==> src/inc/wd_consts.svh <==
// watchdog offsets, field positions, reset values and timing counts
// assumes: included by bare name from package and design files
`ifndef WD_CONSTS_SVH
`define WD_CONSTS_SVH

// register byte offsets
`define WD_OFS_CTL 4'h0
`define WD_OFS_ALT 4'h4
`define WD_OFS_CLR 4'h8

// control register fields
`define WD_B_PEND 30
`define WD_B_SEL_HI 10
`define WD_B_SEL_LO 8
`define WD_B_EN 7
`define WD_B_IRQ 6
`define WD_B_WKF 5
`define WD_B_WAKE_ALLOW 4
`define WD_B_TOF 3
`define WD_B_RESET_OCCURRED_FLAG 2
`define WD_B_RESET_ON_TIMEOUT_ENABLE 1
`define WD_CTL_RST 32'h0000_0700
`define WD_SEL_RST 3'h7

// alternative control fields
`define WD_B_DLY_HI 1
`define WD_B_DLY_LO 0

// counter clear key
`define WD_KEY 32'h0000_5AA5

// forced-enable strap value that leaves the watchdog free
`define WD_FREE_CFG 3'h7

// clock sources
`define WD_SRC_RC 2'h0
`define WD_SRC_XT 2'h1

// rates in Hz and derived divider counts
`define WD_SYS_HZ 100000000
`define WD_RC_HZ 10000
`define WD_XT_HZ 32000
`define WD_RC_DIV (`WD_SYS_HZ / `WD_RC_HZ)
`define WD_XT_DIV (`WD_SYS_HZ / `WD_XT_HZ)
`define WD_FAST_DIV 2048

// delays in watchdog clock periods
`define WD_DLY0 11'h402
`define WD_DLY1 11'h082
`define WD_DLY2 11'h012
`define WD_DLY3 11'h003
`define WD_HOLD 6'h3F
`define WD_LOG_BASE 4
`endif

==> src/inc/wd_pkg.sv <==
// watchdog types: register bus carrier and reset sequencer states
// assumes: wd_consts.svh on the include path
package wd_pkg;
  `include "wd_consts.svh"

  // one register bus request
  typedef struct packed {
    logic wr;
    logic rd;
    logic [3:0] addr;
    logic [31:0] wdata;
  } wd_bus_s;

  // reset sequencer
  typedef enum logic [1:0] {
    WD_IDLE = 2'b00,
    WD_DELAY = 2'b01,
    WD_HOLD = 2'b10
  } wd_state_e;
endpackage

==> src/core/wd_tick.sv <==
// watchdog clock divider: one-cycle tick per watchdog clock period
// assumes: source select is stable logic on the same clock
`timescale 1ns/1ps
`include "wd_consts.svh"
module wd_tick
  import wd_pkg::*;
#(
  parameter int P_RC_DIV = `WD_RC_DIV
) (
  input wire logic i_sys_clk,
  input wire logic i_arst_n,
  input wire logic [1:0] i_src,
  output logic o_tick
);
  logic [15:0] div_q;
  logic [15:0] lim;

  ////////////////////////////////////////////////////////////////////////
  // terminal count for the selected source
  always_comb begin
    case (i_src)
      `WD_SRC_RC: lim = 16'(P_RC_DIV - 1);
      `WD_SRC_XT: lim = 16'(`WD_XT_DIV - 1);
      default: lim = 16'(`WD_FAST_DIV - 1);
    endcase
  end

  // free divider, tick on terminal count
  always_ff @(posedge i_sys_clk or negedge i_arst_n) begin
    if (!i_arst_n) begin
      div_q <= 16'h0000;
      o_tick <= 1'b0;
    end else begin
      o_tick <= (div_q >= lim);
      div_q <= (div_q >= lim) ? 16'h0000 : div_q + 16'h0001;
    end
  end
endmodule // wd_tick

==> src/core/wd_ensync.sv <==
// count enable synchroniser: new enable becomes active after two ticks
// assumes: tick is a one-cycle enable on the same clock
`timescale 1ns/1ps
module wd_ensync (
  input wire logic i_sys_clk,
  input wire logic i_arst_n,
  input wire logic i_tick,
  input wire logic i_req,
  output logic o_act,
  output logic o_pend
);
  logic stg_q;

  // two watchdog clock stages
  always_ff @(posedge i_sys_clk or negedge i_arst_n) begin
    if (!i_arst_n) begin
      stg_q <= 1'b0;
      o_act <= 1'b0;
    end else if (i_tick) begin
      stg_q <= i_req;
      o_act <= stg_q;
    end
  end

  // pending while the request or the first stage differs from the active state
  assign o_pend = (i_req != o_act) || (stg_q != o_act);
endmodule // wd_ensync

==> src/core/wd_top.sv <==
// watchdog: 18-bit up counter, time-out flag, reset delay, reset hold,
// power-down wake-up, three registers on a plain strobe port
// assumes: one 100 MHz clock; watchdog clock is a divided tick;
// strap, source select and power-down inputs are same-clock logic
`timescale 1ns/1ps
`include "wd_consts.svh"

module wd_top
  import wd_pkg::*;
#(
  parameter int P_RC_DIV = `WD_RC_DIV
) (
  input wire logic i_sys_clk,
  input wire logic i_arst_n,
  input wire wd_bus_s i_bus,
  input wire logic [1:0] i_clk_src,
  input wire logic [2:0] i_forced_on_config,
  input wire logic i_power_down,
  input wire logic i_rst_cause_clr,
  output logic [31:0] o_rd_data,
  output logic o_irq,
  output logic o_wake,
  output logic o_sys_rst,
  output logic o_rst_cause
);

  ////////////////////////////////////////////////////////////////////////
  // helpers

  // terminal count of the selected interval
  function automatic logic [17:0] wd_lim(input logic [2:0] sel);
    logic [4:0] sh;
    sh = 5'(`WD_LOG_BASE) + {1'b0, sel, 1'b0};
    wd_lim = 18'((19'h00001 << sh) - 19'h00001);
  endfunction

  // last delay count for the selected reset delay
  function automatic logic [10:0] wd_dly(input logic [1:0] sel);
    case (sel)
      2'h0: wd_dly = `WD_DLY0 - 11'h001;
      2'h1: wd_dly = `WD_DLY1 - 11'h001;
      2'h2: wd_dly = `WD_DLY2 - 11'h001;
      default: wd_dly = `WD_DLY3 - 11'h001;
    endcase
  endfunction

  ////////////////////////////////////////////////////////////////////////
  // declarations

  logic forced_q;
  logic strap_done_q;
  logic en_req_q;
  logic [2:0] sel_q;
  logic irq_allow_q;
  logic wake_allow_q;
  logic rst_en_q;
  logic [1:0] dly_sel_q;
  logic tout_flag_q;
  logic wake_flag_q;
  logic rst_flag_q;
  logic [17:0] cnt_q;
  logic [10:0] dly_q;
  logic [5:0] hold_q;
  wd_state_e state_q;
  logic tick;
  logic en_act;
  logic en_pend;
  logic [1:0] src;
  logic wr_ctl;
  logic wr_alt;
  logic key_hit;
  logic tout_ev;
  logic slow_src;
  logic wake_ev;
  logic rst_ev;
  logic hold_end;

  ////////////////////////////////////////////////////////////////////////
  // write decode

  assign wr_ctl = i_bus.wr && (i_bus.addr == `WD_OFS_CTL);
  assign wr_alt = i_bus.wr && (i_bus.addr == `WD_OFS_ALT);
  assign key_hit = i_bus.wr && (i_bus.addr == `WD_OFS_CLR)
                   && (i_bus.wdata == `WD_KEY);

  ////////////////////////////////////////////////////////////////////////
  // forced-enable strap, caught on the clock after reset release

  always_ff @(posedge i_sys_clk or negedge i_arst_n) begin
    if (!i_arst_n) begin
      forced_q <= 1'b1;
      strap_done_q <= 1'b0;
    end else if (!strap_done_q) begin
      forced_q <= (i_forced_on_config != `WD_FREE_CFG);
      strap_done_q <= 1'b1;
    end
  end

  // forced mode runs from the 10 kHz oscillator
  assign src = forced_q ? `WD_SRC_RC : i_clk_src;
  assign slow_src = (src == `WD_SRC_RC) || (src == `WD_SRC_XT);

  ////////////////////////////////////////////////////////////////////////
  // watchdog clock tick and enable synchroniser

  wd_tick #(
    .P_RC_DIV(P_RC_DIV)
  ) u_tick (
    .i_sys_clk(i_sys_clk),
    .i_arst_n(i_arst_n),
    .i_src(src),
    .o_tick(tick)
  );

  wd_ensync u_ensync (
    .i_sys_clk(i_sys_clk),
    .i_arst_n(i_arst_n),
    .i_tick(tick),
    .i_req(en_req_q),
    .o_act(en_act),
    .o_pend(en_pend)
  );

  ////////////////////////////////////////////////////////////////////////
  // control fields written by software

  // count enable request; forced on while the strap says so
  always_ff @(posedge i_sys_clk or negedge i_arst_n) begin
    if (!i_arst_n) begin
      en_req_q <= 1'b0;
    end else if (forced_q && strap_done_q) begin
      en_req_q <= 1'b1;
    end else if (wr_ctl) begin
      en_req_q <= i_bus.wdata[`WD_B_EN];
    end
  end

  // interval, interrupt, wake and reset enables
  always_ff @(posedge i_sys_clk or negedge i_arst_n) begin
    if (!i_arst_n) begin
      sel_q <= `WD_SEL_RST;
      irq_allow_q <= 1'b0;
      wake_allow_q <= 1'b0;
      rst_en_q <= 1'b0;
    end else if (wr_ctl) begin
      sel_q <= i_bus.wdata[`WD_B_SEL_HI:`WD_B_SEL_LO];
      irq_allow_q <= i_bus.wdata[`WD_B_IRQ];
      wake_allow_q <= i_bus.wdata[`WD_B_WAKE_ALLOW];
      rst_en_q <= i_bus.wdata[`WD_B_RESET_ON_TIMEOUT_ENABLE];
    end
  end

  // reset delay select
  always_ff @(posedge i_sys_clk or negedge i_arst_n) begin
    if (!i_arst_n) begin
      dly_sel_q <= 2'h0;
    end else if (wr_alt) begin
      dly_sel_q <= i_bus.wdata[`WD_B_DLY_HI:`WD_B_DLY_LO];
    end
  end

  ////////////////////////////////////////////////////////////////////////
  // up counter

  // time-out when the count reaches the selected interval
  assign tout_ev = tick && en_act && (cnt_q == wd_lim(sel_q));

  // free-running; zeroed by disable, key write or watchdog reset
  always_ff @(posedge i_sys_clk or negedge i_arst_n) begin
    if (!i_arst_n) begin
      cnt_q <= 18'h00000;
    end else if (!en_act) begin
      cnt_q <= 18'h00000;
    end else if (key_hit || rst_ev) begin
      cnt_q <= 18'h00000;
    end else if (tick) begin
      cnt_q <= cnt_q + 18'h00001;
    end
  end

  ////////////////////////////////////////////////////////////////////////
  // reset sequencer: delay after time-out, then hold system reset

  assign rst_ev = (state_q == WD_DELAY) && tick && !key_hit
                  && (dly_q == wd_dly(dly_sel_q));
  assign hold_end = (state_q == WD_HOLD) && tick
                    && (hold_q == `WD_HOLD - 6'h01);

  always_ff @(posedge i_sys_clk or negedge i_arst_n) begin
    if (!i_arst_n) begin
      state_q <= WD_IDLE;
      dly_q <= 11'h000;
      hold_q <= 6'h00;
    end else begin
      case (state_q)
        WD_IDLE: begin
          dly_q <= 11'h000;
          hold_q <= 6'h00;
          if (tout_ev && rst_en_q) begin
            state_q <= WD_DELAY;
          end
        end
        WD_DELAY: begin
          if (key_hit || !rst_en_q) begin
            state_q <= WD_IDLE;
          end else if (rst_ev) begin
            state_q <= WD_HOLD;
          end else if (tick) begin
            dly_q <= dly_q + 11'h001;
          end
        end
        WD_HOLD: begin
          if (hold_end) begin
            state_q <= WD_IDLE;
          end else if (tick) begin
            hold_q <= hold_q + 6'h01;
          end
        end
        default: begin
          state_q <= WD_IDLE;
        end
      endcase
    end
  end

  // system reset request, asserted at once and held for the hold period
  always_ff @(posedge i_sys_clk or negedge i_arst_n) begin
    if (!i_arst_n) begin
      o_sys_rst <= 1'b0;
    end else if (rst_ev) begin
      o_sys_rst <= 1'b1;
    end else if (hold_end) begin
      o_sys_rst <= 1'b0;
    end
  end

  ////////////////////////////////////////////////////////////////////////
  // sticky flags; a setting event wins over a clearing write

  // time-out flag
  always_ff @(posedge i_sys_clk or negedge i_arst_n) begin
    if (!i_arst_n) begin
      tout_flag_q <= 1'b0;
    end else if (tout_ev) begin
      tout_flag_q <= 1'b1;
    end else if (wr_ctl && i_bus.wdata[`WD_B_TOF]) begin
      tout_flag_q <= 1'b0;
    end
  end

  // reset-occurred flag survives the system reset it causes
  always_ff @(posedge i_sys_clk or negedge i_arst_n) begin
    if (!i_arst_n) begin
      rst_flag_q <= 1'b0;
    end else if (rst_ev) begin
      rst_flag_q <= 1'b1;
    end else if (wr_ctl && i_bus.wdata[`WD_B_RESET_OCCURRED_FLAG]) begin
      rst_flag_q <= 1'b0;
    end
  end

  // wake-up from power-down on a slow source
  assign wake_ev = tout_ev && i_power_down && slow_src
                   && irq_allow_q && wake_allow_q;

  always_ff @(posedge i_sys_clk or negedge i_arst_n) begin
    if (!i_arst_n) begin
      wake_flag_q <= 1'b0;
    end else if (wake_ev) begin
      wake_flag_q <= 1'b1;
    end else if (wr_ctl && i_bus.wdata[`WD_B_WKF]) begin
      wake_flag_q <= 1'b0;
    end
  end

  ////////////////////////////////////////////////////////////////////////
  // outputs toward processor, wake and reset status logic

  // interrupt level follows the time-out flag when allowed
  always_ff @(posedge i_sys_clk or negedge i_arst_n) begin
    if (!i_arst_n) begin
      o_irq <= 1'b0;
    end else begin
      o_irq <= (tout_flag_q || tout_ev) && irq_allow_q;
    end
  end

  // one-cycle wake pulse
  always_ff @(posedge i_sys_clk or negedge i_arst_n) begin
    if (!i_arst_n) begin
      o_wake <= 1'b0;
    end else begin
      o_wake <= wake_ev;
    end
  end

  // reset cause, cleared by the reset status logic
  always_ff @(posedge i_sys_clk or negedge i_arst_n) begin
    if (!i_arst_n) begin
      o_rst_cause <= 1'b0;
    end else if (rst_ev) begin
      o_rst_cause <= 1'b1;
    end else if (i_rst_cause_clr) begin
      o_rst_cause <= 1'b0;
    end
  end

  ////////////////////////////////////////////////////////////////////////
  // read port: data in the cycle after the read strobe, zero elsewhere

  always_ff @(posedge i_sys_clk or negedge i_arst_n) begin
    if (!i_arst_n) begin
      o_rd_data <= 32'h0000_0000;
    end else begin
      o_rd_data <= 32'h0000_0000;
      if (i_bus.rd && (i_bus.addr == `WD_OFS_CTL)) begin
        o_rd_data[`WD_B_PEND] <= en_pend;
        o_rd_data[`WD_B_SEL_HI:`WD_B_SEL_LO] <= sel_q;
        o_rd_data[`WD_B_EN] <= en_req_q;
        o_rd_data[`WD_B_IRQ] <= irq_allow_q;
        o_rd_data[`WD_B_WKF] <= wake_flag_q;
        o_rd_data[`WD_B_WAKE_ALLOW] <= wake_allow_q;
        o_rd_data[`WD_B_TOF] <= tout_flag_q;
        o_rd_data[`WD_B_RESET_OCCURRED_FLAG] <= rst_flag_q;
        o_rd_data[`WD_B_RESET_ON_TIMEOUT_ENABLE] <= rst_en_q;
      end else if (i_bus.rd && (i_bus.addr == `WD_OFS_ALT)) begin
        o_rd_data[`WD_B_DLY_HI:`WD_B_DLY_LO] <= dly_sel_q;
      end
    end
  end

endmodule // wd_top

==> config.mk <==
export PLATFORM = sky130hd
export DESIGN_NAME = wd_top
export DESIGN_NICKNAME = d
export VERILOG_FILES = /design/src/inc/wd_pkg.sv /design/src/core/wd_tick.sv /design/src/core/wd_ensync.sv /design/src/core/wd_top.sv
export VERILOG_INCLUDE_DIRS = /design/src /design/src/inc
export SDC_FILE = /design/constraint.sdc
export NUM_CORES = 1
export LEC_CHECK = 0
export BUFFER_PORTS_ARGS = -buffer_cell sky130_fd_sc_hd__buf_4
export CAP_MARGIN = 40
export CORE_MARGIN = 1
export CORE_UTILIZATION = 57
export DETAILED_ROUTE_END_ITERATION = 10
export GPL_TIMING_DRIVEN = 0
export HOLD_SLACK_MARGIN = 0.03
export PLACE_DENSITY_LB_ADDON = 0.08
export SYNTH_ARGS = -nofsm -noshare
export SYNTH_HDL_FRONTEND = slang
export SYNTH_HIERARCHICAL = 1
export SYNTH_SLANG_ARGS = --single-unit
==> constraint.sdc <==
create_clock -name i_sys_clk -period 4.1 [get_ports i_sys_clk]
set_clock_uncertainty 0.05 [all_clocks]
set_input_delay 0.82 -clock i_sys_clk [delete_from_list [all_inputs] [get_ports i_sys_clk]]
set_output_delay 0.82 -clock i_sys_clk [all_outputs]
set_load 0.05 [all_outputs]
==> metrics.md <==
| Metric | Value |
|---|---|
| Worst setup margin | `0.523 ns` |
| Post-synthesis mux area share | `0.0283` |
| DR WL/cell | `15.2 um` |
| Seq cells post-synth | `86` |
| Final WL | `10.8 mm` |
| Critical Path Max Stage Delay | `0.58 ns` |
| Design area | `5870 um2` |
| CP Cell Sequence | `buf_2, inv_1, ha_1, buf_2, nor2_1, nand3_1, ha_1, xor2_1, nor4_1, o211ai_1, nor4_2, nand4_1, a21boi_1` |
| Synth top area cells | `dfrtp_1, xor2_1, ha_1, xnor2_1, nor2_1` |
| Final Setup Violations | `0` |
| IO buf count | `62` |
| Clock root buffer | `clkbuf_8` |
| XOR/XNOR Fraction of Synth Area | `0.0877` |
| Leakage | `2.67 nW` |
| Kind of critical path | `reg -> reg` |
| Synthesized instance count | `508` |
| Tcrit/Tclk final | `0.872` |
| ANT nets after route | `0` |
| Clock sink count | `86` |
| RSZ-0062 raised after global routing | `false` |
| Arr. time, crit path | `3.78 ns` |
| Setup crit start kind | `flip-flop` |
| Ys async rst share | `1.00` |
| Endpoint type of the worst setup path | `flip-flop` |
| Setup TNS | `0 ns` |
| Pre-CTS setup slack | `0.589 ns` |
| IR Drop Worst-Case VDD | `0.200 mV` |
| Relative slew slack | `0.622` |
| DRT iter0 DRCs | `175` |
| Number of I/O pins | `83` |
| Pre-Repair DR Iteration Count | `4` |
| Worst skew pair latency | `0.35 ns` |
| Hpwl dp | `8.21 mm` |
| First-pass GRT wire length | `17.7 mm` |
| Commonest non-fill, non-tap cell in the layout | `buf_4` |
| Slowest cell on the critical path | `dfstp_2` |
| Vias per cell | `5.53` |
| Seq/Total Area, Yosys | `0.432` |
| Synthesized area | `4990 um2` |
| Yosys top cell area share | `0.411` |
| Avg Cell Area, Syn | `9.83 um2` |
| Final Hold Fails | `0` |
| Buf+Inv Stages, Crit Path | `3` |
| Global route total overflow | `0` |
| DIE HEIGHT | `95.6 um` |
| Synth cell types | `67` |
| Total track usage | `0.257` |
| Die Wd | `95.6 um` |
| CTS tree | `yes` |
| Initial Utilization | `0.599` |
| Gates resized, CTS repair | `0` |
| Htree depth | `3` |
| Worst reg-to-reg path cell count | `13` |
| Post-synthesis adder-cell area fraction | `0.0426` |
| Crit-path leading delay family | `simple AND/OR/NAND/NOR gates` |
| Clock Path Buffers | `2` |
| Slew of the pin with the lowest slew margin | `0.565 ns` |
| Simple-gate portion of the synthesized area | `0.233` |
| Leading area contributor after synthesis | `dfrtp_1` |
| DR vias | `3933` |
| Number of max-cap violations | `0` |
| Req. time, crit path | `4.30 ns` |
| Worst-path maximum fanout | `10` |
| Compound-cell area share of the yosys netlist | `0.111` |
| Outcome | `complete, no violations` |
| Hold Path Class | `in -> async` |
| Largest family of logic cells by synthesized area | `simple AND/OR/NAND/NOR gates` |
| CTS Hold Bufs | `0` |
| Cts bufs inserted | `9` |
| Layout cell share with drive strength beyond 1 | `0.249` |
| Fin crit period | `3.58 ns` |
| Post-CTS setup buffers | `0` |
| PD cells | `340 nW/um2` |
| Initial antenna violation count | `0` |
| Most used DFF post-synth | `dfrtp_1` |
| Path length in cells of the critical path | `13` |
| Clock-pin slew on the worst setup and hold paths | `0.09 ns` |
| Antenna diodes | `0` |
| Die ar. | `9140 um2` |
| Core Area | `8340 um2` |
| Commonest cells after routing, fill and taps aside | `buf_4, dfrtp_1, nor2_1, nand2_1, xor2_1` |
| DRC viols | `0` |
| Syn. warnings | `6` |
| Fmax | `280 MHz` |
| Final Net Count | `665` |
| Post-synth EDFFs | `0` |
| Syn-to-layout area delta | `17.4%` |
| Row cnt | `33` |
| Vias in the first global route | `3680` |
| Gpl congestion | `0.858` |
| Post-DP Area | `5690 um2` |
| Largest net degree at the start of global routing | `62` |
| Fin. max-slew vios | `0` |
==> cell type report <==
class / instances / area [um2]
multi-input cells: 386 / 2590
fillers: 675 / 2470
flip-flops and latches: 86 / 2160
repair buffers: 63 / 493
plain buffers: 38 / 251
clock buffers: 11 / 141
well taps: 105 / 131
inverters: 17 / 63.8
clock inverters: 5 / 33.8
==> logic make-up (layout without fill, tap and decap cells) <==
logic type | count (synthesis) | after routing
AND/OR/NAND/NOR | 213 | 213
flip-flops | 86 | 86
AO/OA/AOI/OAI | 71 | 71
buffers and inverters | 55 | 134
XOR/XNOR | 50 | 50
adder cells (fa/ha/maj) | 17 | 17
multiplexers | 13 | 13
other | 3 | 22
==> cells in the mapped netlist, drive strengths merged, types with 4 or more instances <==
library cell	n
a211oi	16
a21o	4
a21oi	12
and2	7
and3	12
and4	6
buf	31
clkbuf	7
dfrtp	82
dfstp	4
ha	17
inv	17
mux2	9
mux2i	4
nand2	45
nand3	22
nand4	16
nor2	47
nor2b	6
nor3	18
nor4	9
nor4b	4
o21ai	20
or3	4
xnor2	22
xor2	28
==> flip-flops by register name, indices dropped and copies added, names as in the netlist, 2 cells and up <==
name	count
state_q	2
dly_q	11
cnt_q	18
dly_sel_q	2
sel_q	3
u_tick/div_q	16
hold_q	6
o_rd_data	12
==> power by group <==
group          internal, W  switching [W]  total (W)
combinational     0.000199       0.000273   0.000472
clock             0.000237       0.000307   0.000544
sequential        0.000909      0.0000679   0.000976
==> worst paths after layout <==
check | startpoint | endpoint | slack [ns]
setup / recovery | sel_q[1] | o_irq | 0.52
hold / removal | i_arst_n | hold_q[3] | 0.32
max in group asynchronous | i_arst_n | forced_q | 3.01
min in group i_sys_clk | rst_flag_q | rst_flag_q | 0.43
hold reg to reg | rst_flag_q | rst_flag_q | 0.43
setup reg to reg | sel_q[1] | o_irq | 0.52
==> per-stage QoR <==
stage | hold slack, ns | std cells | total power [W] | util
2_1_floorplan | 0.387 | 527 | 0.00132 | -
3_5_place_dp | 0.408 | 695 | 0.00146 | 0.682
4_1_cts | 0.319 | 711 | 0.00201 | 0.703
3_3_place_gp | 0.406 | 694 | 0.00144 | 0.679
5_1_grt | 0.333 | 711 | 0.00210 | 0.703
6_report | 0.319 | 711 | 0.00199 | 0.703
==> routing by layer <==
layer	part of all wire	wire (um)	vias to the layer above	track usage
met4	0.022	237	0	0.0983
met3	0.042	448	22	0.0494
met5	0	0	-	0
li1	-	-	1930	-
met2	0.46	5000	89	0.396
met1	0.47	5100	1892	0.360
(Power assumes the default switching activity.)
